**config.mk**
```make
export PLATFORM = sky130hd
export DESIGN_NAME = lamp_drive_control
export DESIGN_NICKNAME = d
export VERILOG_FILES = /design/src/verilog/lamp_drive_pkg.sv /design/src/verilog/lamp_drive_control.sv
export SDC_FILE = /design/constraint.sdc
export NUM_CORES = 1
export LEC_CHECK = 0
export BUFFER_PORTS_ARGS = -buffer_cell sky130_fd_sc_hd__buf_2
export CORE_UTILIZATION = 35
export CTS_CLUSTER_SIZE = 12
export DETAILED_ROUTE_END_ITERATION = 10
export GPL_ROUTABILITY_DRIVEN = 0
export PLACE_DENSITY_LB_ADDON = 0.08
export REMOVE_ABC_BUFFERS = 1
export SYNTH_ARGS = -nofsm -noshare
export SYNTH_HDL_FRONTEND = slang
export SYNTH_SLANG_ARGS = --single-unit
```
**constraint.sdc**
```tcl
create_clock -name pclk -period 37 [get_ports pclk]
set_clock_uncertainty 0.15 [all_clocks]
set_input_delay 3.7 -clock pclk [delete_from_list [all_inputs] [get_ports pclk]]
set_output_delay 3.7 -clock pclk [all_outputs]
set_load 0.02 [all_outputs]
```
**src/verilog/lamp_drive_pkg.sv**
```systemverilog
// Constants for the dual-channel lamp drive control block.
// Assumes a 25 MHz APB clock; all registers are one aligned 32-bit word.
package lamp_drive_pkg;

  // --------------------------------------------------------------
  // Register map (byte addresses)
  // --------------------------------------------------------------
  localparam logic [7:0] ADDR_EMI_CONTROL   = 8'h00;
  localparam logic [7:0] ADDR_OVERDRIVE_CFG = 8'h04;
  localparam logic [7:0] ADDR_CONTROL_TWO   = 8'h08;
  localparam logic [7:0] ADDR_LAMP_PERIOD   = 8'h0C;
  localparam logic [7:0] ADDR_STATUS        = 8'h10;

  // --------------------------------------------------------------
  // Field positions
  // --------------------------------------------------------------
  // emi_control_reg: [1:0] step amount (1..4 %), [2] up, [3] enable
  localparam int EMI_AMT_LSB      = 0;
  localparam int EMI_UP_BIT       = 2;
  localparam int EMI_EN_BIT       = 3;
  // overdrive_config_reg: [3:0] overdrive amount, [4] enable
  localparam int OVD_AMT_LSB      = 0;
  localparam int OVD_EN_BIT       = 4;
  // control_reg_two: [0] power-down enable
  localparam int PDN_EN_BIT       = 0;

  // --------------------------------------------------------------
  // Reset values
  // --------------------------------------------------------------
  localparam logic [3:0]  EMI_RESET       = 4'h0;
  localparam logic [4:0]  OVD_RESET       = 5'h00;
  localparam logic [0:0]  CTL2_RESET      = 1'h0;
  localparam logic [11:0] PERIOD_RESET    = 12'h1F4;

  // --------------------------------------------------------------
  // Timing
  // --------------------------------------------------------------
  localparam int CLK_HZ          = 25_000_000;
  localparam int DIM_CLK_MIN_MHZ = 22_500;   // 22.5 Hz in mHz
  localparam int DIM_CLK_MAX_HZ  = 440;
  // Shortest dimming clock period in pclk cycles, rounded down
  localparam int DIM_MIN_CYCLES  = CLK_HZ / DIM_CLK_MAX_HZ;
  // Strike restart pulse length in cycles
  localparam int STRIKE_CYCLES   = 4;
  // Dead time between gate halves in cycles
  localparam int DEAD_CYCLES     = 2;

  typedef enum logic [1:0] {
    CH_OFF    = 2'b00,
    CH_STRIKE = 2'b01,
    CH_RUN    = 2'b10
  } ch_state_e;

endpackage

```
**src/verilog/lamp_drive_control.sv**
```systemverilog
// Lamp drive control for two channels: pin and register controls,
// dimming clock burst source and push-pull gate generation.
// Assumes pins synchronous to pclk and an APB master on the bus.
//
// Local design decisions: the APB interface to the registers and the placing of the registers.
`timescale 1ns/1ps

// What this block does
// - Shift input moves lamp frequency up or down by 1 to 4 percent.
// - Shift applies when shift pin or register enable bit is high.
// - Overdrive pin high raises lamp current by set amount; low with the enable bit clear is nominal.
// - Overdrive applies when overdrive pin or its enable bit is high.
// - Lamp off high stops drive, clears faults, enters power-down.
// - Falling edge of lamp off resets faults and starts a new strike.
// - Lamp off pin ORed with power-down enable bit.
// - External dimming clock 22.5 to 440 Hz times the burst signal.
// - Each channel drives its two gates alternately per half cycle.
// - Gate on-time follows per-channel current sense against reference.
module lamp_drive_control #(
  parameter int PERIOD_W = 12,
  parameter int SENSE_W  = 8
) (
  input  wire logic                pclk,
  input  wire logic                presetn,
  input  wire logic                psel,
  input  wire logic                penable,
  input  wire logic                pwrite,
  input  wire logic [7:0]          paddr,
  input  wire logic [31:0]         pwdata,
  output logic      [31:0]         prdata,
  output logic                     pready,
  output logic                     pslverr,
  input  wire logic                freq_shift_input,
  input  wire logic                overdrive_input,
  input  wire logic                lamp_off_input,
  input  wire logic                dimming_osc_pin,
  input  wire logic [1:0][SENSE_W-1:0] lamp_current_sense,
  input  wire logic [SENSE_W-1:0]  sense_reference,
  input  wire logic [6:0]          burst_duty,
  output logic      [1:0]          gate_a,
  output logic      [1:0]          gate_b,
  output logic                     burst_dim_signal,
  output logic                     fault_clear,
  output logic                     powered_down,
  output logic      [PERIOD_W-1:0] lamp_period
);

  if (PERIOD_W < 8 || PERIOD_W > 16 || SENSE_W < 2) begin : g_bad_params
    $error("lamp_drive_control: unsupported parameter values");
  end

  // ----------------------------------------------------------------
  // APB registers
  // ----------------------------------------------------------------
  logic [3:0]          emi_q,  emi_d;
  logic [4:0]          ovd_q,  ovd_d;
  logic [0:0]          ctl2_q, ctl2_d;
  logic [PERIOD_W-1:0] per_q,  per_d;
  logic                wr_en, rd_hit;
  logic [31:0]         rdata;

  assign wr_en   = psel && penable && pwrite;
  assign pready  = 1'b1;
  assign pslverr = psel && penable && !rd_hit;

  always_comb begin
    emi_d  = emi_q;
    ovd_d  = ovd_q;
    ctl2_d = ctl2_q;
    per_d  = per_q;
    if (wr_en) begin
      case (paddr)
        lamp_drive_pkg::ADDR_EMI_CONTROL:   emi_d  = pwdata[3:0];
        lamp_drive_pkg::ADDR_OVERDRIVE_CFG: ovd_d  = pwdata[4:0];
        lamp_drive_pkg::ADDR_CONTROL_TWO:   ctl2_d = pwdata[0:0];
        lamp_drive_pkg::ADDR_LAMP_PERIOD:   per_d  = pwdata[PERIOD_W-1:0];
        default: ;
      endcase
    end
  end

  always_ff @(posedge pclk or negedge presetn) begin
    if (!presetn) begin
      emi_q  <= lamp_drive_pkg::EMI_RESET;
      ovd_q  <= lamp_drive_pkg::OVD_RESET;
      ctl2_q <= lamp_drive_pkg::CTL2_RESET;
      per_q  <= PERIOD_W'(lamp_drive_pkg::PERIOD_RESET);
    end else begin
      emi_q  <= emi_d;
      ovd_q  <= ovd_d;
      ctl2_q <= ctl2_d;
      per_q  <= per_d;
    end
  end

  // ----------------------------------------------------------------
  // Control combination
  // ----------------------------------------------------------------
  logic       shift_on, ovd_on, off_req;
  logic [1:0] step_amt;
  logic       step_up;
  logic [1:0][1:0] ch_state;

  assign shift_on = freq_shift_input
                    || emi_q[lamp_drive_pkg::EMI_EN_BIT];
  assign ovd_on   = overdrive_input
                    || ovd_q[lamp_drive_pkg::OVD_EN_BIT];
  assign off_req  = lamp_off_input
                    || ctl2_q[lamp_drive_pkg::PDN_EN_BIT];
  assign step_amt = emi_q[lamp_drive_pkg::EMI_AMT_LSB +: 2];
  assign step_up  = emi_q[lamp_drive_pkg::EMI_UP_BIT];

  // Period scaled by (1 +/- n%); step up in frequency shortens period.
  logic [PERIOD_W+7:0] delta_wide;
  logic [PERIOD_W-1:0] delta, eff_period, period_q;
  always_comb begin
    delta_wide = ({8'h00, per_q} * (PERIOD_W+8)'({2'b00, step_amt} + 4'h1))
                 / (PERIOD_W+8)'(100);
    delta      = delta_wide[PERIOD_W-1:0];
    if (!shift_on) begin
      eff_period = per_q;
    end else if (step_up) begin
      eff_period = per_q - delta;
    end else begin
      eff_period = per_q + delta;
    end
  end
  assign lamp_period = period_q;

  // ----------------------------------------------------------------
  // Power-down and strike restart
  // ----------------------------------------------------------------
  logic       off_q;
  logic [2:0] strike_q, strike_d;
  logic       restart;

  assign restart = off_q && !off_req;

  always_comb begin
    strike_d = strike_q;
    if (restart) begin
      strike_d = 3'(lamp_drive_pkg::STRIKE_CYCLES);
    end else if (strike_q != 3'h0) begin
      strike_d = strike_q - 3'h1;
    end
  end

  always_ff @(posedge pclk or negedge presetn) begin
    if (!presetn) begin
      off_q    <= 1'b0;
      strike_q <= 3'h0;
      period_q <= PERIOD_W'(lamp_drive_pkg::PERIOD_RESET);
    end else begin
      off_q    <= off_req;
      strike_q <= strike_d;
      period_q <= eff_period;
    end
  end

  assign powered_down = off_req;
  assign fault_clear  = off_req || restart;

  // ----------------------------------------------------------------
  // Burst signal timed by the dimming clock
  // ----------------------------------------------------------------
  // Edges come from a pin synchronous to pclk; 128 dimming clock rises make
  // one burst period, duty set by burst_duty (127 is always on).
  logic       dim_q, dim_rise;
  logic [6:0] bcnt_q, bcnt_d;
  logic       burst_q, burst_d;

  assign dim_rise = dimming_osc_pin && !dim_q;

  always_comb begin
    bcnt_d  = bcnt_q;
    if (dim_rise) begin
      bcnt_d = bcnt_q + 7'h01;
    end
    burst_d = (burst_duty == 7'h7F) || (bcnt_q < burst_duty);
  end

  always_ff @(posedge pclk or negedge presetn) begin
    if (!presetn) begin
      dim_q   <= 1'b0;
      bcnt_q  <= 7'h00;
      burst_q <= 1'b0;
    end else begin
      dim_q   <= dimming_osc_pin;
      bcnt_q  <= bcnt_d;
      burst_q <= burst_d;
    end
  end
  assign burst_dim_signal = burst_q;

  // ----------------------------------------------------------------
  // Per-channel push-pull gate drive
  // ----------------------------------------------------------------
  // Overdrive raises the reference so regulation asks for more current;
  // it saturates, since a wrapped sum would cut the current instead.
  logic [SENSE_W-1:0] ref_eff;
  assign ref_eff = !ovd_on ? sense_reference
                 : (sense_reference > ~SENSE_W'(ovd_q[3:0])) ? '1
                 : sense_reference + SENSE_W'(ovd_q[3:0]);

  for (genvar c = 0; c < 2; c++) begin : g_ch
    logic [PERIOD_W-1:0] cnt_q, cnt_d, on_q, on_d;
    logic                half_q, half_d;
    logic                ga_q, ga_d, gb_q, gb_d;
    lamp_drive_pkg::ch_state_e st_q, st_d;
    logic [PERIOD_W-1:0] half_len;
    logic                run;

    assign half_len = eff_period >> 1;
    assign run = !off_req && burst_q && (strike_q == 3'h0);

    always_comb begin
      cnt_d  = cnt_q;
      half_d = half_q;
      on_d   = on_q;
      st_d   = run ? lamp_drive_pkg::CH_RUN : lamp_drive_pkg::CH_OFF;
      if (!run) begin
        cnt_d  = '0;
        half_d = 1'b0;
      end else if (cnt_q >= half_len - PERIOD_W'(1)) begin
        cnt_d  = '0;
        half_d = !half_q;
        // Regulate once per half cycle
        if (lamp_current_sense[c] < ref_eff) begin
          if (on_q < half_len - PERIOD_W'(lamp_drive_pkg::DEAD_CYCLES)) begin
            on_d = on_q + PERIOD_W'(1);
          end
        end else if (on_q != '0) begin
          on_d = on_q - PERIOD_W'(1);
        end
      end else begin
        cnt_d = cnt_q + PERIOD_W'(1);
      end
      ga_d = run && !half_q && (cnt_q < on_q);
      gb_d = run &&  half_q && (cnt_q < on_q);
    end

    always_ff @(posedge pclk or negedge presetn) begin
      if (!presetn) begin
        cnt_q  <= '0;
        half_q <= 1'b0;
        on_q   <= '0;
        ga_q   <= 1'b0;
        gb_q   <= 1'b0;
        st_q   <= lamp_drive_pkg::CH_OFF;
      end else begin
        cnt_q  <= cnt_d;
        half_q <= half_d;
        on_q   <= on_d;
        ga_q   <= ga_d;
        gb_q   <= gb_d;
        st_q   <= st_d;
      end
    end
    assign gate_a[c] = ga_q;
    assign gate_b[c] = gb_q;
    assign ch_state[c] = st_q;

  end

  // ----------------------------------------------------------------
  // Read mux
  // ----------------------------------------------------------------
  always_comb begin
    rd_hit = 1'b1;
    rdata  = 32'h0000_0000;
    case (paddr)
      lamp_drive_pkg::ADDR_EMI_CONTROL:   rdata[3:0] = emi_q;
      lamp_drive_pkg::ADDR_OVERDRIVE_CFG: rdata[4:0] = ovd_q;
      lamp_drive_pkg::ADDR_CONTROL_TWO:   rdata[0]   = ctl2_q[0];
      lamp_drive_pkg::ADDR_LAMP_PERIOD:   rdata[PERIOD_W-1:0] = eff_period;
      lamp_drive_pkg::ADDR_STATUS: begin
        rdata[0] = off_req;
        rdata[1] = shift_on;
        rdata[2] = ovd_on;
        rdata[3] = burst_q;
        rdata[5:4] = ch_state[0];
        rdata[7:6] = ch_state[1];
      end
      default: rd_hit = 1'b0;
    endcase
  end
  assign prdata = (psel && !pwrite) ? rdata : 32'h0000_0000;
endmodule

```
==> impl_results.md, run 1 <==
- Status: finished clean
- Post-Route Setup TNS: 0 ns
- Nature of the critical path startpoint: flop
- Tightest Pin Transition: ~0.98 ns
- Initial Util: a little over a third
- Mapped cell area: 12,500 um2
- Ys async rst share: 100%
- Hold Path Cell Cnt: 1
- Row Count: 68
- Unique masters post-synth: ~110
- Most frequent cells in the layout: 144 x ha_1, 130 x nand2_1, 111 x nor2_1
- DR vias/cell: roughly 5.4
- Die Y: about 190 um
- Antenna-violating nets left: 0
- Worst hold margin: approximately 0.34 ns
- Worst r2r src: emi_q[0]
- Antenna Cells: 0
- Yosys top cell by area: dfrtp_1
- Final min period: approximately 17 ns
- Global-route wire length before repair: between 50 and 60 mm
- Fillers: 3,608
- Most frequent cell on the critical path: and2_1
- Mapped Avg Cell Area: roughly 8 um2
- Drt pass-1 iters: 5
- Number of buffers created by CTS: 9
- Post-CTS Setup Inserts: 0
- Pwr dens: 28.9 nW/um2
- Critical path class: reg2out
- Primary FF master, synth: dfrtp_1
- Synthesis-stage register bit count: just over 100
- CP max stage cell: dfrtp_1
- Core Area: roughly 35,000 um2
- RSZ-0062 raised after global routing: false
- Total number of vias: between 10,000 and 15,000
- Ranking of synthesized cells by area: dfrtp_1 18%, ha_1 14%, xnor2_1 4.3%
- Dpl hpwl: around 27 mm
- CTS resizes: 0
- Hold Crit Class: reg2reg
- Vias in the first global route: around 11,000
- Fin. Hold Viols: 0
- Layout Nets: about 1,800
- Clock sink total: just over 100
- EDFF count, synth: 0
- Seq/Total Area, Yosys: around 20%
- Clk buf depth: 2
- Die area: approximately 36,000 um2
- # setup viols final: 0
- Largest net degree at the start of global routing: 66
- Top-area cell type share of the netlist area: a little under a fifth
- # port buffers: roughly 90
- Fmax achieved: 0.0590 GHz
- Area growth syn-to-layout: 8.20%
- CTS Root Cell: clkbuf_16
- Commonest non-fill, non-tap cell in the layout: ha_1
- Clock slew at reported path FFs: approximately 0.070 ns
- Slew Limit Fails: 0
- Worst relative slew slack: between 30% and 40%
- Crit. End Element: primary output
- Worst skew pair latency: about 0.36 ns
- Leakage: roughly 6.4 nW
- Worst Path Arrival: 13.10 ns
- I/O pin count: between 100 and 150
- Worst r2r path cells: between 60 and 70
- Post-CTS Hold Buffers: 0
- Mapped Cells: 1,519
- Max Cap Viol: 0
- Total GRT Usage: ~19%
- Die width: 191 um
- Worst Setup SP: emi_q[0]
- CP Data Required Time: between 30 and 40 ns
- WL per Instance: 16.9 um
- Share of layout cells above drive strength 1: 13.1%
- CTS tree: built
- Crit-path max FO: 14
- Hold_sp: bcnt_q[6]
- Initial drt markers: around 660
- Post-Route WL: approximately 34 mm
- Period utilization: a little under half
- Synthesis Warnings: 0
- Gr ovfl total: 0
- H-Tree Depth: 3
- Initial antenna violation count: 0
- Peak VDD IR: 0.0296 mV
- # DRC: 0
- CP max stage delay: ~0.53 ns
registers in the layout, indices dropped and copies added, names as in the netlist, 2 cells and up:
register / cells
g_ch.gb_q: 2
g_ch.ga_q: 2
g_ch.on_q: 24
lamp_period: 12
bcnt_q: 7
per_q: 12
g_ch.cnt_q: 24
ovd_q: 5
strike_q: 3
g_ch.half_q: 2
emi_q: 4
stage by stage:
step	instance area [um2]	utilization [%]	power, mW	setup WS, ns	instances
after floorplan	12200	-	0.255	22.12	1461
after global placement	13300	38.1	0.301	20.52	2014
after detailed placement	13300	38.1	0.303	20.42	2014
after CTS	13500	38.9	0.396	20.00	2030
after global routing	13500	38.9	0.425	18.86	2030
final	13500	38.9	0.391	20.05	2030
final cells by class:
type,count,area (um2),share of cell area (%)
repair buffers,98,510,3.78
inverters,104,390,2.89
well taps,455,569,4.21
clock buffers,11,233,1.72
flip-flops and latches,102,2570,19.0
clock inverters,5,35.0,0.259
multi-input cells,1255,9220,68.2
metal layers:
layer  global-route usage, %  part of all wire (%)
met2                    30.8                    44
met5                       0                     0
met1                    27.6                    50
met3                    3.19                   4.5
met4                    4.12                   1.3
power by group:
group          switching, mW  leakage (nW)  internal [mW]
Combinational          0.103          5.02         0.0670
Clock                 0.0448         0.130         0.0460
Sequential           0.00791          1.22          0.123
Total                  0.156          6.37          0.236
logic make-up after synthesis:
group | count (synthesis) | share of synthesized area [%]
adders and majority gates | 161 | 17.0
and+or+nand+nor | 524 | 21.2
muxes | 37 | 3.21
buffers and inverters | 181 | 6.46
other | 2 | 0.0601
DFF | 102 | 20.5
AOI/OAI and AO/OA | 407 | 24.1
xor gates and xnor gates | 105 | 7.42
critical path: cells and delay by family, from the launching register on:
kind                       cells  cell delay (ns)
buffers and inverters          3             0.39
muxes                          1             0.49
adders and majority gates      6             2.21
and+or+nand+nor               18             3.20
DFF                            1             0.53
AOI/OAI and AO/OA             23             5.94
synthesized netlist by cell type, types with 6 or more instances:
master / count
a211oi_1: 8
o21ai_0: 54
a31oi_1: 16
a221oi_1: 8
or3_1: 10
xor2_1: 42
o22ai_1: 7
nand4_1: 20
clkbuf_1: 37
o2111ai_1: 6
nand2_1: 130
fa_1: 15
a311o_1: 18
o21ai_1: 21
o221ai_1: 22
a21o_1: 29
mux2i_1: 12
dfstp_2: 12
o21a_1: 16
and2_1: 23
dfrtp_1: 90
o211ai_1: 14
o21bai_1: 18
nor3_1: 45
mux2_2: 24
a21oi_1: 86
buf_2: 12
ha_1: 144
nor2_1: 112
or2_1: 6
nand2b_1: 38
xnor2_1: 62
and3_1: 24
buf_4: 26
inv_1: 103
nor2b_1: 35
nand3_1: 35
nor4_1: 17
path summary, 6_finish.rpt:
kind	slack (ns)	end
setup / recovery	20.05	prdata[11]
hold / removal	0.34	bcnt_q[6]
setup reg to reg	21.61	g_ch[1].on_q[11]
hold reg to reg	0.34	bcnt_q[6]
max in group asynchronous	32.30	emi_q[0]
min in group asynchronous	3.13	g_ch[1].ga_q
Note: power is estimated with default switching activity, not from simulation.
==> run 2: changes to the inputs <==
==> constraint.sdc (replaced) <==
create_clock -name pclk -period 13.87 [get_ports pclk]
set_clock_uncertainty 0.15 [all_clocks]
set_input_delay 1.387 -clock pclk [delete_from_list [all_inputs] [get_ports pclk]]
set_output_delay 1.387 -clock pclk [all_outputs]
set_load 0.02 [all_outputs]
==> impl_results.md, run 2 (synthesis gave the netlist of run 1 again) <==
- Post-CTS Hold Buffers: 0 (unchanged)
- Worst Path Arrival: 13.17 ns (was 13.10 ns)
- Fin. Hold Viols: 0 (unchanged)
- CP max stage delay: 0.62 ns (was 0.53 ns)
- Worst relative slew slack: 45.1% (was 34.7%)
- Area after DPL: 14,100 um2 (was 13,300 um2)
- Max Cap Viol: 0 (unchanged)
- CTS tree: built (unchanged)
- Tightest Pin Transition: 0.822 ns (was 0.978 ns)
- Gr ovfl total: 0 (unchanged)
- Share of layout cells above drive strength 1: 22.0% (was 13.1%)
- Regs by FF count: g_ch.cnt_q (24), g_ch.on_q (24) (unchanged)
- Initial antenna violation count: 0 (unchanged)
- Area growth syn-to-layout: 18.7% (was 8.20%)
- Period utilization: between 90% and 100%
- Total GRT Usage: 20.0% (was 19.5%)
- Worst r2r src: emi_q[1] (was emi_q[0])
- Fmax achieved: approximately 0.077 GHz
- Crit-path max FO: 11 (was 14)
- WL per Instance: 16.6 um (was 16.9 um)
- # port buffers: 91 (unchanged)
- Initial Util: 35.9% (unchanged)
- H-Tree Depth: 3 (unchanged)
- Number of buffers created by CTS: 9 (unchanged)
- Worst Setup SP: emi_q[1] (was emi_q[0])
- Clk buf depth: 2 (unchanged)
- # setup viols final: 0 (unchanged)
- Die Y: 191 um (unchanged)
- Total number of vias: 11,548 (was 11,035)
- Flop2flop setup slack: 0.80 ns (was 21.61 ns)
- CTS Root Cell: clkbuf_16 (unchanged)
- CP Data Required Time: 13.97 ns (was 33.15 ns)
- Most frequent cell on the critical path: buf_4 (was and2_1)
- CP max stage cell: or4b_2 (was dfrtp_1)
- # DRC: 0 (unchanged)
- Final design utilization: 42.6% (was 38.9%)
- Clock sink total: 102 (unchanged)
- Pwr dens: 75.9 nW/um2 (was 28.9 nW/um2)
- Layout Nets: 1,934 (was 1,809)
- DR vias/cell: 5.36 (was 5.44)
- Post-Route WL: 35.8 mm (was 34.3 mm)
- Status: finished clean (unchanged)
- Commonest non-fill, non-tap cell in the layout: ha_1 (unchanged)
- Peak VDD IR: 0.0757 mV (was 0.0296 mV)
- Row Count: 68 (unchanged)
- Dpl ws: 0.368 ns (was 20.42 ns)
- Drt pass-1 iters: 7 (was 5)
- Leakage: 7.05 nW (was 6.37 nW)
- Hold_sp: bcnt_q[6] (unchanged)
- Crit. End Element: flop (was primary output)
- Clock slew at reported path FFs: 0.07 ns (about the same)
- Antenna-violating nets left: 0 (unchanged)
- Core Area: 34,800 um2 (unchanged)
- Largest net degree at the start of global routing: 63 (was 66)
- Most frequent cells in the layout: 142 x ha_1, 129 x nand2_1, 127 x buf_4 (was 144 x ha_1, 130 x nand2_1, 111 x nor2_1)
- I/O pin count: 133 (unchanged)
- Die width: 191 um (unchanged)
- Global-route wire length before repair: 58.7 mm (was 57.2 mm)
- Antenna Cells: 0 (unchanged)
- Dpl hpwl: 28.3 mm (was 27.3 mm)
- Vias in the first global route: 11,116 (was 10,703)
- Worst skew pair latency: 0.36 ns (about the same)
- Final min period: 13.07 ns
- Nature of the critical path startpoint: flop (unchanged)
- Total chip power: 1.13 mW (was 391 uW)
- Fillers: 3,532 (was 3,608)
- Critical path class: reg2reg (was reg2out)
- Hold Crit Class: reg2reg (unchanged)
- Final setup margin: 0.799 ns (was 20.05 ns)
- Slew Limit Fails: 0 (unchanged)
- Die area: 36,500 um2 (unchanged)
- Initial drt markers: 670 (was 662)
- Final instance area: 14,800 um2 (was 13,500 um2)
-- run 2: final cells by class --
type                    instances  area, um2  share of cell area, %
repair buffers                222       1500                   10.1
repair inverters                1       5.00                 0.0337
clock inverters                 4       56.3                  0.380
multi-input cells            1255       9490                   64.0
clock buffers                  12        246                   1.66
inverters                     104        394                   2.66
flip-flops and latches        102       2570                   17.3
well taps                     455        569                   3.84
-- run 2: timing repair --
item,4_1_cts,5_1_grt
gates resized for setup,0,64
setup buffers,0,12
endpoints found under the setup margin,0,52
hold endpoints to repair,0,0
-- run 2: through the flow --
| stage | instances | TNS (ns) | hold slack (ns) |
|---|---|---|---|
| 6_report | 2155 | 0 | 0.337 |
| 3_5_place_dp | 2126 | 0 | 0.328 |
| 2_1_floorplan | 1461 | 0 | 0.299 |
| 4_1_cts | 2142 | 0 | 0.345 |
| 3_3_place_gp | 2126 | 0 | 0.329 |
| 5_1_grt | 2155 | -0.608 | 0.382 |
-- run 2: worst paths after layout --
| path | to | cells past startpoint |
|---|---|---|
| max | g_ch[1].on_q[11] | 63 |
| min | bcnt_q[6] | 1 |
| max reg2reg | g_ch[1].on_q[11] | 63 |
| min reg2reg | bcnt_q[6] | 1 |
| max in group asynchronous | bcnt_q[5] | 2 |
| min in group asynchronous | g_ch[1].on_q[10] | 1 |
-- run 2: power by group --
part	switching (mW)	internal [mW]
clock network	0.120	0.146
logic	0.288	0.223
registers	0.0205	0.327
-- run 2: critical path, delay by kind of cell, from the launching register on --
family / cells / cell delay [ns]
fa+ha+maj: 6 / 2.07
simple gates: 22 / 3.70
xor+xnor: 3 / 0.48
buf+inv: 8 / 1.12
flops: 1 / 0.41
mux: 1 / 0.14
compound gates: 23 / 4.79
-- run 2: metal layers --
| layer | share of wire (%) | vias up | track usage (%) |
|---|---|---|---|
| li1 | - | 5846 | - |
| met1 | 50 | 5471 | 28.2 |
| met2 | 45 | 214 | 32.7 |
| met3 | 3.5 | 17 | 2.52 |
| met4 | 0.92 | 0 | 3.85 |
| met5 | 0 | - | 0 |
